File: config.mk
export PLATFORM = sky130hd
export DESIGN_NAME = sdram_burst_data_path
export DESIGN_NICKNAME = d
export VERILOG_FILES = /design/src/include/sdram_burst_pkg.sv /design/src/sdram_burst_data_path.sv /design/src/burst_slot_queue.sv
export SDC_FILE = /design/constraint.sdc
export NUM_CORES = 1
export LEC_CHECK = 0
export ABC_AREA = 1
export BUFFER_PORTS_ARGS = -buffer_cell sky130_fd_sc_hd__buf_2
export CAP_MARGIN = 20
export CORE_UTILIZATION = 40
export CTS_CLUSTER_DIAMETER = 30
export DETAILED_ROUTE_END_ITERATION = 12
export HOLD_SLACK_MARGIN = 0.15
export PLACE_DENSITY = 0.59
export SYNTH_ARGS = -nofsm -noshare
export SYNTH_HDL_FRONTEND = slang
export SYNTH_HIERARCHICAL = 1
export SYNTH_SLANG_ARGS = --single-unit
File: constraint.sdc
create_clock -name clk -period 4.4 [get_ports clk]
set_input_delay 0.88 -clock clk [delete_from_list [all_inputs] [get_ports clk]]
set_output_delay 0.88 -clock clk [all_outputs]
set_load 0.01 [all_outputs]
File: src/include/sdram_burst_pkg.sv
// package: constants for the burst data path of the dram model
// assumes: users reference every item as sdram_burst_pkg::name
`default_nettype none

package sdram_burst_pkg;

    // register port
    localparam int          REG_AW        = 4;
    localparam int          REG_DW        = 16;
    localparam logic [3:0]  ADDR_MODE0    = 4'h0;
    localparam logic [3:0]  ADDR_MODE2    = 4'h1;
    localparam logic [3:0]  ADDR_CAS_LAT  = 4'h2;
    localparam logic [3:0]  ADDR_STATUS   = 4'h3;

    // field positions
    localparam int          MODE0_BL_LSB  = 0;
    localparam int          MODE0_AL_LSB  = 3;
    localparam int          LAT_LSB       = 0;
    localparam int          ST_OPEN_LSB   = 0;
    localparam int          ST_WR_BIT     = 8;
    localparam int          ST_RD_BIT     = 9;
    localparam int          ST_FULL_BIT   = 10;

    // reset values
    localparam logic [15:0] MODE0_RESET   = 16'h0000;
    localparam logic [15:0] MODE2_RESET   = 16'h0005;
    localparam logic [15:0] CAS_LAT_RESET = 16'h0005;

    // burst length field of mode register zero
    localparam logic [1:0]  BURST_FIXED8  = 2'h0;
    localparam logic [1:0]  BURST_OTF     = 2'h1;
    localparam logic [1:0]  BURST_FIXED4  = 2'h2;

    // additive latency codes
    localparam logic [1:0]  AL_ZERO       = 2'h0;
    localparam logic [1:0]  AL_CL_MINUS1  = 2'h1;
    localparam logic [1:0]  AL_CL_MINUS2  = 2'h2;

    // beats in a burst slot
    localparam logic [2:0]  LAST_BEAT8    = 3'h7;
    localparam logic [2:0]  LAST_BEAT4    = 3'h3;

    typedef enum logic [1:0] {
        RD_IDLE     = 2'b00,
        RD_PREAMBLE = 2'b01,
        RD_DATA     = 2'b10
    } read_state_t;

endpackage : sdram_burst_pkg

`default_nettype wire

File: src/sdram_burst_data_path.sv
// sdram_burst_data_path: read and write burst data path of the dram
// assumes: all pins (command clock, commands, strobe, data) are sampled
// by clk well above the command clock rate; mode bits set over the port
`default_nettype none

module sdram_burst_data_path #(
    parameter int DATA_W      = 8,
    parameter int QUEUE_DEPTH = 4
) (
    input  wire logic              clk,
    input  wire logic              resetn,
    // register port
    input  wire logic [3:0]        reg_addr,
    input  wire logic [15:0]       reg_wdata,
    input  wire logic              reg_wr,
    input  wire logic              reg_rd,
    output logic      [15:0]       reg_rdata,
    // command pins, taken at the rising command clock edge; on_die_termination is followed every clk
    input  wire logic              ck,
    input  wire logic              cmd_activate,
    input  wire logic              cmd_read,
    input  wire logic              cmd_write,
    input  wire logic [2:0]        cmd_bank,
    input  wire logic [2:0]        cmd_column,
    input  wire logic              cmd_auto_precharge,
    input  wire logic              chop_select_address_bit,
    input  wire logic              on_die_termination,
    // data and strobe pins
    input  wire logic [DATA_W-1:0] dq_in,
    output logic      [DATA_W-1:0] dq_out,
    output logic                   dq_oe_n,
    input  wire logic              write_mask_input,
    input  wire logic              data_strobe_in,
    output logic                   data_strobe_out,
    output logic                   data_strobe_c_out,
    output logic                   data_strobe_oe_n,
    output logic                   termination_on,
    output logic      [7:0]        bank_open
);
    localparam int SYNC_W = DATA_W + 15;
    localparam int SLOT_W = 17;

    // synchronised pins
    logic [SYNC_W-1:0] sync1_reg;
    logic [SYNC_W-1:0] sync2_reg;
    logic              ck_prev_reg;
    logic              dqs_prev_reg;

    // mode registers
    logic [15:0] mode0_reg;
    logic [15:0] mode2_reg;
    logic [15:0] cas_lat_reg;
    logic [15:0] reg_rdata_reg;

    // command clock bookkeeping
    logic [7:0]  rise_cnt_reg;
    logic [7:0]  now;
    logic        ck_s;
    logic        ck_rise;
    logic        ck_edge;

    // synchronised pin views
    logic              s_act;
    logic              s_rd;
    logic              s_wr;
    logic [2:0]        s_bank;
    logic [2:0]        s_col;
    logic              s_ap;
    logic              s_chop;
    logic              s_odt;
    logic              s_mask;
    logic              dqs_s;
    logic [DATA_W-1:0] s_dq;
    logic              dqs_rise;
    logic              dqs_edge;

    // latencies
    logic [7:0] write_latency;
    logic [7:0] read_latency;
    logic       chop_now;

    // queue
    logic [SLOT_W-1:0] push_slot;
    logic [SLOT_W-1:0] head;
    logic              head_valid;
    logic              q_full;
    logic              head_due;
    logic              start_wr;
    logic              start_rd;

    // write burst
    logic              wr_armed_reg;
    logic              wr_active_reg;
    logic [2:0]        wr_beat_reg;
    logic [2:0]        wr_bank_reg;
    logic [2:0]        wr_col_reg;
    logic              wr_chop_reg;
    logic              wr_ap_reg;
    logic              cap_en;
    logic [2:0]        cur_bank;
    logic [2:0]        cur_col;
    logic              cur_chop;
    logic              cur_ap;

    // read burst
    sdram_burst_pkg::read_state_t rd_state_reg;
    logic [2:0]        rd_beat_reg;
    logic [2:0]        rd_bank_reg;
    logic [2:0]        rd_col_reg;
    logic              rd_chop_reg;

    // array and pin registers
    logic [DATA_W-1:0] mem_reg [64];
    logic [DATA_W-1:0] dq_out_reg;
    logic              dq_oe_n_reg;
    logic              dqs_out_reg;
    logic              dqs_c_out_reg;
    logic              dqs_oe_n_reg;
    logic              term_reg;
    logic [7:0]        bank_open_reg;

    function automatic logic [7:0] al_cycles(input logic [1:0] code, input logic [3:0] cl);
        case (code)
            sdram_burst_pkg::AL_CL_MINUS1: al_cycles = {4'h0, cl} - 8'h01;
            sdram_burst_pkg::AL_CL_MINUS2: al_cycles = {4'h0, cl} - 8'h02;
            default:                       al_cycles = 8'h00;
        endcase
    endfunction : al_cycles

    // sequential burst order within an aligned group of eight
    function automatic logic [5:0] mem_index(input logic [2:0] bank, input logic [2:0] col,
                                             input logic [2:0] beat);
        mem_index = {bank, col + beat};
    endfunction : mem_index

    // pin synchronisers
    always_ff @(posedge clk) begin
        if (!resetn) begin
            sync1_reg    <= '0;
            sync2_reg    <= '0;
            ck_prev_reg  <= 1'b0;
            dqs_prev_reg <= 1'b0;
        end else begin
            sync1_reg    <= {ck, cmd_activate, cmd_read, cmd_write, cmd_bank, cmd_column,
                             cmd_auto_precharge, chop_select_address_bit, on_die_termination,
                             write_mask_input, data_strobe_in, dq_in};
            sync2_reg    <= sync1_reg;
            ck_prev_reg  <= ck_s;
            dqs_prev_reg <= dqs_s;
        end
    end

    assign {ck_s, s_act, s_rd, s_wr, s_bank, s_col, s_ap, s_chop, s_odt, s_mask, dqs_s,
            s_dq} = sync2_reg;
    assign ck_rise  = ck_s && !ck_prev_reg;
    assign ck_edge  = ck_s != ck_prev_reg;
    assign dqs_rise = dqs_s && !dqs_prev_reg;
    assign dqs_edge = dqs_s != dqs_prev_reg;
    assign now      = rise_cnt_reg + 8'h01;

    // mode registers
    always_ff @(posedge clk) begin
        if (!resetn) begin
            mode0_reg   <= sdram_burst_pkg::MODE0_RESET;
            mode2_reg   <= sdram_burst_pkg::MODE2_RESET;
            cas_lat_reg <= sdram_burst_pkg::CAS_LAT_RESET;
        end else if (reg_wr) begin
            case (reg_addr)
                sdram_burst_pkg::ADDR_MODE0:   mode0_reg   <= reg_wdata;
                sdram_burst_pkg::ADDR_MODE2:   mode2_reg   <= reg_wdata;
                sdram_burst_pkg::ADDR_CAS_LAT: cas_lat_reg <= reg_wdata;
                default:                       mode0_reg   <= mode0_reg;
            endcase
        end
    end

    // register read, data the cycle after the strobe
    always_ff @(posedge clk) begin
        if (!resetn) begin
            reg_rdata_reg <= '0;
        end else if (reg_rd) begin
            case (reg_addr)
                sdram_burst_pkg::ADDR_MODE0:   reg_rdata_reg <= mode0_reg;
                sdram_burst_pkg::ADDR_MODE2:   reg_rdata_reg <= mode2_reg;
                sdram_burst_pkg::ADDR_CAS_LAT: reg_rdata_reg <= cas_lat_reg;
                sdram_burst_pkg::ADDR_STATUS: begin
                    reg_rdata_reg <= '0;
                    reg_rdata_reg[sdram_burst_pkg::ST_OPEN_LSB +: 8] <= bank_open_reg;
                    reg_rdata_reg[sdram_burst_pkg::ST_WR_BIT]   <= wr_armed_reg;
                    reg_rdata_reg[sdram_burst_pkg::ST_RD_BIT]   <=
                        rd_state_reg != sdram_burst_pkg::RD_IDLE;
                    reg_rdata_reg[sdram_burst_pkg::ST_FULL_BIT] <= q_full;
                end
                default:                       reg_rdata_reg <= '0;
            endcase
        end
    end

    // write latency from all three mode registers
    assign write_latency = al_cycles(mode0_reg[sdram_burst_pkg::MODE0_AL_LSB +: 2],
                                     cas_lat_reg[3:0])
                         + {4'h0, mode2_reg[sdram_burst_pkg::LAT_LSB +: 4]};
    assign read_latency  = al_cycles(mode0_reg[sdram_burst_pkg::MODE0_AL_LSB +: 2],
                                     cas_lat_reg[3:0])
                         + {4'h0, cas_lat_reg[sdram_burst_pkg::LAT_LSB +: 4]};

    // burst length per command
    always_comb begin
        case (mode0_reg[sdram_burst_pkg::MODE0_BL_LSB +: 2])
            sdram_burst_pkg::BURST_FIXED8: chop_now = 1'b0;
            sdram_burst_pkg::BURST_OTF:    chop_now = !s_chop;
            sdram_burst_pkg::BURST_FIXED4: chop_now = 1'b1;
            default:                       chop_now = 1'b0;
        endcase
    end

    // slot: write, chop, auto precharge, bank, column, due rise count
    always_comb begin
        push_slot = {s_wr, chop_now, s_ap, s_bank, s_col, now + read_latency - 8'h01};
        if (s_wr) begin
            push_slot[7:0] = now + write_latency;
        end
    end

    assign head_due = head_valid && ck_rise && (head[7:0] == now);
    assign start_wr = head_due && head[16];
    assign start_rd = head_due && !head[16];

    burst_slot_queue #(
        .WIDTH (SLOT_W),
        .DEPTH (QUEUE_DEPTH)
    ) u_queue (
        .clk        (clk),
        .resetn     (resetn),
        .push       (ck_rise && (s_rd ^ s_wr)),
        .push_data  (push_slot),
        .pop        (head_due),
        .head       (head),
        .head_valid (head_valid),
        .full       (q_full)
    );

    // command clock rise counter
    always_ff @(posedge clk) begin
        if (!resetn) begin
            rise_cnt_reg <= '0;
        end else if (ck_rise) begin
            rise_cnt_reg <= now;
        end
    end

    // write burst in force, live slot fields used on the starting cycle
    assign cur_bank = (start_wr && !wr_active_reg) ? head[13:11] : wr_bank_reg;
    assign cur_col  = (start_wr && !wr_active_reg) ? head[10:8]  : wr_col_reg;
    assign cur_chop = (start_wr && !wr_active_reg) ? head[15]    : wr_chop_reg;
    assign cur_ap   = (start_wr && !wr_active_reg) ? head[14]    : wr_ap_reg;
    assign cap_en   = (dqs_edge && wr_active_reg)
                   || (dqs_rise && (wr_armed_reg || start_wr) && !wr_active_reg);

    // write burst sequencing
    always_ff @(posedge clk) begin
        if (!resetn) begin
            wr_armed_reg  <= 1'b0;
            wr_active_reg <= 1'b0;
            wr_beat_reg   <= '0;
            wr_bank_reg   <= '0;
            wr_col_reg    <= '0;
            wr_chop_reg   <= 1'b0;
            wr_ap_reg     <= 1'b0;
        end else begin
            if (start_wr) begin
                wr_armed_reg <= 1'b1;
                wr_bank_reg  <= head[13:11];
                wr_col_reg   <= head[10:8];
                wr_chop_reg  <= head[15];
                wr_ap_reg    <= head[14];
                wr_beat_reg  <= '0;
            end
            if (cap_en) begin
                // full slot of edges is consumed even when chopped
                if (wr_beat_reg == sdram_burst_pkg::LAST_BEAT8) begin
                    wr_active_reg <= 1'b0;
                    wr_armed_reg  <= start_wr; // new burst start wins
                    wr_beat_reg   <= '0;
                end else begin
                    wr_active_reg <= 1'b1;
                    wr_beat_reg   <= wr_beat_reg + 3'h1;
                end
            end
        end
    end

    // array write with masking and chop
    always_ff @(posedge clk) begin
        if (cap_en && !s_mask
                && (!cur_chop || wr_beat_reg <= sdram_burst_pkg::LAST_BEAT4)) begin
            mem_reg[mem_index(cur_bank, cur_col, wr_beat_reg)] <= s_dq;
        end
    end

    // open rows, auto precharge at write burst end
    always_ff @(posedge clk) begin
        if (!resetn) begin
            bank_open_reg <= '0;
        end else begin
            if (cap_en && cur_ap && wr_beat_reg == sdram_burst_pkg::LAST_BEAT8) begin
                bank_open_reg[cur_bank] <= 1'b0;
            end
            // activate wins over a same-cycle auto precharge
            if (ck_rise && s_act) begin
                bank_open_reg[s_bank] <= 1'b1;
            end
        end
    end

    // read burst strobe and data
    always_ff @(posedge clk) begin
        if (!resetn) begin
            rd_state_reg  <= sdram_burst_pkg::RD_IDLE;
            rd_beat_reg   <= '0;
            rd_bank_reg   <= '0;
            rd_col_reg    <= '0;
            rd_chop_reg   <= 1'b0;
            dq_out_reg    <= '0;
            dq_oe_n_reg   <= 1'b1;
            dqs_out_reg   <= 1'b0;
            dqs_c_out_reg <= 1'b1;
            dqs_oe_n_reg  <= 1'b1;
        end else begin
            case (rd_state_reg)
                sdram_burst_pkg::RD_IDLE: begin
                    dq_oe_n_reg  <= 1'b1;
                    dqs_oe_n_reg <= 1'b1;
                    if (start_rd) begin
                        rd_state_reg  <= sdram_burst_pkg::RD_PREAMBLE;
                        rd_bank_reg   <= head[13:11];
                        rd_col_reg    <= head[10:8];
                        rd_chop_reg   <= head[15];
                        dqs_oe_n_reg  <= 1'b0;
                        dqs_out_reg   <= 1'b0;
                        dqs_c_out_reg <= 1'b1;
                    end
                end
                sdram_burst_pkg::RD_PREAMBLE: begin
                    if (ck_rise) begin
                        rd_state_reg  <= sdram_burst_pkg::RD_DATA;
                        rd_beat_reg   <= '0;
                        dq_oe_n_reg   <= 1'b0;
                        dq_out_reg    <= mem_reg[mem_index(rd_bank_reg, rd_col_reg, 3'h0)];
                        dqs_out_reg   <= 1'b1;
                        dqs_c_out_reg <= 1'b0;
                    end
                end
                sdram_burst_pkg::RD_DATA: begin
                    if (ck_edge) begin
                        // last beat is odd, so strobe already low for the postamble
                        if (rd_beat_reg == (rd_chop_reg ? sdram_burst_pkg::LAST_BEAT4
                                                        : sdram_burst_pkg::LAST_BEAT8)) begin
                            rd_state_reg <= sdram_burst_pkg::RD_IDLE;
                            dq_oe_n_reg  <= 1'b1;
                            dqs_oe_n_reg <= 1'b1;
                        end else begin
                            rd_beat_reg   <= rd_beat_reg + 3'h1;
                            dq_out_reg    <= mem_reg[mem_index(rd_bank_reg, rd_col_reg,
                                                               rd_beat_reg + 3'h1)];
                            dqs_out_reg   <= !dqs_out_reg;
                            dqs_c_out_reg <= dqs_out_reg;
                        end
                    end
                end
                default: begin
                    rd_state_reg <= sdram_burst_pkg::RD_IDLE;
                    dq_oe_n_reg  <= 1'b1;
                    dqs_oe_n_reg <= 1'b1;
                end
            endcase
        end
    end

    // termination only outside RD_DATA, one clk behind the data line enable
    always_ff @(posedge clk) begin
        if (!resetn) begin
            term_reg <= 1'b0;
        end else begin
            term_reg <= s_odt && rd_state_reg != sdram_burst_pkg::RD_DATA;
        end
    end

    assign reg_rdata         = reg_rdata_reg;
    assign dq_out            = dq_out_reg;
    assign dq_oe_n           = dq_oe_n_reg;
    assign data_strobe_out   = dqs_out_reg;
    assign data_strobe_c_out = dqs_c_out_reg;
    assign data_strobe_oe_n  = dqs_oe_n_reg;
    assign termination_on    = term_reg;
    assign bank_open         = bank_open_reg;

endmodule : sdram_burst_data_path

`default_nettype wire

File: src/burst_slot_queue.sv
// burst_slot_queue: in-order queue of accepted column commands
// assumes: one clock, synchronous active-low reset
`default_nettype none

module burst_slot_queue #(
    parameter int WIDTH = 17,
    parameter int DEPTH = 4
) (
    input  wire logic             clk,
    input  wire logic             resetn,
    input  wire logic             push,
    input  wire logic [WIDTH-1:0] push_data,
    input  wire logic             pop,
    output logic      [WIDTH-1:0] head,
    output logic                  head_valid,
    output logic                  full
);
    localparam int PW = $clog2(DEPTH);

    logic [WIDTH-1:0] slot_reg [DEPTH];
    logic [PW-1:0]    wr_ptr_reg;
    logic [PW-1:0]    rd_ptr_reg;
    logic [PW:0]      count_reg;
    logic             do_push;
    logic             do_pop;

    assign full       = (count_reg == (PW+1)'(DEPTH));
    assign head_valid = (count_reg != '0);
    assign head       = slot_reg[rd_ptr_reg];
    assign do_push    = push && !full;
    assign do_pop     = pop && head_valid;

    // storage
    always_ff @(posedge clk) begin
        if (do_push) begin
            slot_reg[wr_ptr_reg] <= push_data;
        end
    end

    // pointers and fill count
    always_ff @(posedge clk) begin
        if (!resetn) begin
            wr_ptr_reg <= '0;
            rd_ptr_reg <= '0;
            count_reg  <= '0;
        end else begin
            if (do_push) begin
                wr_ptr_reg <= wr_ptr_reg + 1'b1;
            end
            if (do_pop) begin
                rd_ptr_reg <= rd_ptr_reg + 1'b1;
            end
            case ({do_push, do_pop})
                2'b10:   count_reg <= count_reg + 1'b1;
                2'b01:   count_reg <= count_reg - 1'b1;
                default: count_reg <= count_reg;
            endcase
        end
    end

endmodule : burst_slot_queue

`default_nettype wire

==> flow_summary_export.csv <==
group,metric,value,unit
global_routing,antenna_found_initial,0,
cts,post_cts_resized,0,
sta,clock_skew,0.0343,ns
final_layout,syn_to_final_growth,23.1,%
global_routing,grtUsageTotal,27.1,%
place,finalWeightedCongestion,1.00,
sta,worstMarginPinSlew,1.13,ns
drt,vias,30800,
synthesis,synth-edff-count,580,
sta,slew_headroom,24.9,%
drt,avgViaCountPerCell,5.83,
synthesis,synthesis.area,0.0361,mm^2
setup_path,end_kind,"flip-flop",
setup_path,critPathMaxFanout,21,
run,max-cap-violations,0,
pwr,vdd_drop_max,0.447,mV
hold_path,hp-class,"input port to flip-flop",
final_layout,design_area,0.0444,mm^2
pwr,power.leakage,16.6,nW
synthesis,ys_seq_area_share,58.3,%
synthesis,syn_nets,3927,
drt,wl,123000,um
cts,clkLatencyLatePin,0.75,ns
die,die_area,0.0915,mm^2
die,start_util,40.6,%
pwr,p_per_area,494,mW/mm^2
cts,numCtsBuffers,170,
sta,finalHoldViolCount,0,
drt,drtIter0Drc,3879,
drt,drc,0,
synthesis,synth_ff_type,"edfxtp_1",
drt,wire_per_inst,23.4,um
synthesis,async_reset_ff_share,0,%
sta,min_period_over_period,90.8,%
setup_path,cp_common_cell,"nor2_1",
synthesis,synth_area_per_cell,9.46,um^2
final_layout,insertedDiodeCount,0,
global_routing,gr-total-overflow,0,
final_layout,seq_area,0.0211,mm^2
setup_path,crit_type,"flip-flop to flip-flop",
sta,tns,0,ns
drt,wl_met2,55400,um
die,rows,109,
place,dpl-instance-area,0.0384,mm^2
synthesis,ys_warn_count,6,
cts,cts.clk_slew.worst_paths,0.05,ns
setup_path,path_cells,"inv_8 -> nor2_1 -> o22ai_1 -> nor2_1 -> nor2_1 -> nand3_1 -> nor2_2 -> nand3_1 -> nor2_2 -> nand4_2 -> nand2_1 -> o21ai_0 -> ha_1 -> fa_1 -> xnor2_1 -> inv_1 -> nand2_1 -> nand2_1 -> inv_1 -> nand3_1 -> buf_4 -> nor2_1 -> buf_4",
final_layout,fill_cells,8029,
final_layout,largest_register_ffs,512,
cts,cts_sinks,761,
drt,dr.pass1.iters,6,
sta,rsz0062_at_grt,"false",
synthesis,yosysUniqueCellTypes,43,
die,die_height,302,um
setup_path,cpPeakStageDelay,0.41,ns
sta,maxSlewViolCount,0,
global_routing,grt_start_max_net_pins,137,
cts,cts_tree,"done",
final_layout,multi_input_area,0.0130,mm^2
synthesis,synthCells,3817,
cts,postCtsHoldBufs,0,
run_status,status,"complete, no violations",
sta,finalSetupViolations,0,
sta,max_freq,250,MHz
die,core_area,0.0889,mm^2
cts,cts.path.max_buffers,3,
sta,fin_crit,3.99,ns
drt,drtAntennaViolNets,0,
synthesis,ys_ff_latch,761,
cts,cts_htree_levels,4,
drt,met1Wirelength,48600,um
pwr,total_power,0.0219,W
synthesis,synth_largest_area_cell,"edfxtp_1",
final_layout,drive_gt1_share,14.3,%
die,ioPinCount,84,
final_layout,fin_nets,4082,
setup_path,cp_slowest_cell,"fa_1",
setup_path,worstPathArrival,4.45,ns
drt,met3WireLength,13600,um
setup_path,cp_data_required_time,4.86,ns
synthesis,synthTopCellsByArea,"edfxtp_1 48%, dfxtp_1 10%, o21ai_0 9.6%, nor2_1 7.3%, inv_1 3.0%",
cts,clock-root-buffer,"clkbuf_16",
synthesis,yosysTopAreaCellShare,48.2,%
drt,highest_layer,"met4",
place,port_buffers,83,
global_routing,grt_first_pass_wirelength,184000,um
setup_path,critical_path.startpoint_type,"flip-flop",
global_routing,first_global_vias,29300,
cts,postCtsSetupBuffers,0,
die,die_w,302,um
place,hpwl,77200,um
==> layer usage <==
metal,GRT usage (%),vias up
li1,-,13900
met2,42.1,1944
met3,6.28,339
met1,35.8,14600
met5,0,-
met4,12.8,0
==> worst max-delay path: cells and delay by family, from the launching register on <==
kind                     cells  cell delay (ns)
AND/OR/NAND/NOR             13             1.34
buffers and inverters        5             0.78
adder cells (fa/ha/maj)      2             0.64
flip-flops                   1             0.39
AO/OA/AOI/OAI                2             0.36
XOR/XNOR                     1             0.19
==> cell type report <==
cell class / instances / share of cell area, %
Sequential cell: 761 / 47.5
Multi-Input combinational cell: 2503 / 29.2
Clock buffer: 195 / 10.0
Timing Repair Buffer: 240 / 4.03
Clock inverter: 124 / 3.45
Tap cell: 1165 / 3.28
Inverter: 296 / 2.55
==> placed cells by master (no fill, tap or decap), types with 16 or more instances in the layout <==
master | synthesis | routed
a21oi_1 | 161 | 161
edfxtp_1 | 580 | 580
o211ai_1 | 89 | 89
o22ai_1 | 148 | 148
clkbuf_16 | 0 | 171
o21ai_0 | 693 | 693
buf_4 | 2 | 141
bufinv_16 | 0 | 20
nand3_1 | 187 | 187
inv_1 | 288 | 283
ha_1 | 51 | 50
o221ai_1 | 86 | 86
mux2i_1 | 20 | 20
clkinv_2 | 0 | 23
nor2_1 | 702 | 696
buf_2 | 3 | 82
dfxtp_1 | 181 | 167
clkinvlp_4 | 0 | 19
clkinv_1 | 5 | 23
nand4_1 | 16 | 16
nand2_1 | 255 | 252
==> cells by family after synthesis <==
family | after synthesis | synth area share, %
AND/OR/NAND/NOR | 1187 | 13.4
XOR/XNOR | 11 | 0.267
AO/OA/AOI/OAI | 1222 | 19.2
flip-flops | 761 | 58.3
multiplexers | 20 | 0.554
buffers and inverters | 553 | 5.92
adder cells (fa/ha/maj) | 63 | 2.43
==> where the power goes <==
part / total [W] / switching [W] / internal [W] / leakage [nW]
clock network: 0.0129 / 0.00438 / 0.00856 / 2.87
registers: 0.00789 / 0.0000996 / 0.00779 / 6.84
logic: 0.00112 / 0.000782 / 0.000338 / 6.86
total: 0.0219 / 0.00526 / 0.0167 / 16.6
==> path summary, 6_finish.rpt <==
path,start,endpoint,slack [ns],cells after the start
max,flip-flop,mem_reg[37][5]$_DFFE_PP_,0.41,23
min reg2reg,sync1_reg[3]$_SDFF_PN0_,sync2_reg[3]$_SDFF_PN0_,0.41,2
max reg2reg,flip-flop,mem_reg[37][5]$_DFFE_PP_,0.41,23
min,cmd_bank[2],sync1_reg[18]$_SDFF_PN0_,0.31,3
==> through the flow <==
stage               hold WS, ns  utilization, %  setup WS [ns]  cells
floorplan                 0.390               -          0.549   3817
global placement          0.397            43.2          0.194   4965
detailed placement        0.399            43.2          0.132   4965
CTS                       0.267            49.9         0.0496   5284
global route              0.286            50.0        0.00233   5284
finish                    0.307            50.0          0.405   5284
==> synth_stat cells (4+ instances only) <==
cell	n
a211oi_1	5
a21oi_1	161
a31oi_1	8
buf_1	24
buf_6	6
clkbuf_1	222
clkinv_1	5
dfxtp_1	181
edfxtp_1	580
fa_1	12
ha_1	51
inv_1	288
mux2i_1	20
nand2_1	255
nand3_1	187
nand4_1	16
nor2_1	702
nor2_2	4
nor3_1	6
o211ai_1	89
o21ai_0	693
o21ai_1	13
o21ai_2	10
o21bai_1	7
o221ai_1	86
o22ai_1	148
or2_2	7
xnor2_1	5
xor2_1	6
No activity file was read; power rests on OpenSTA's default activity.
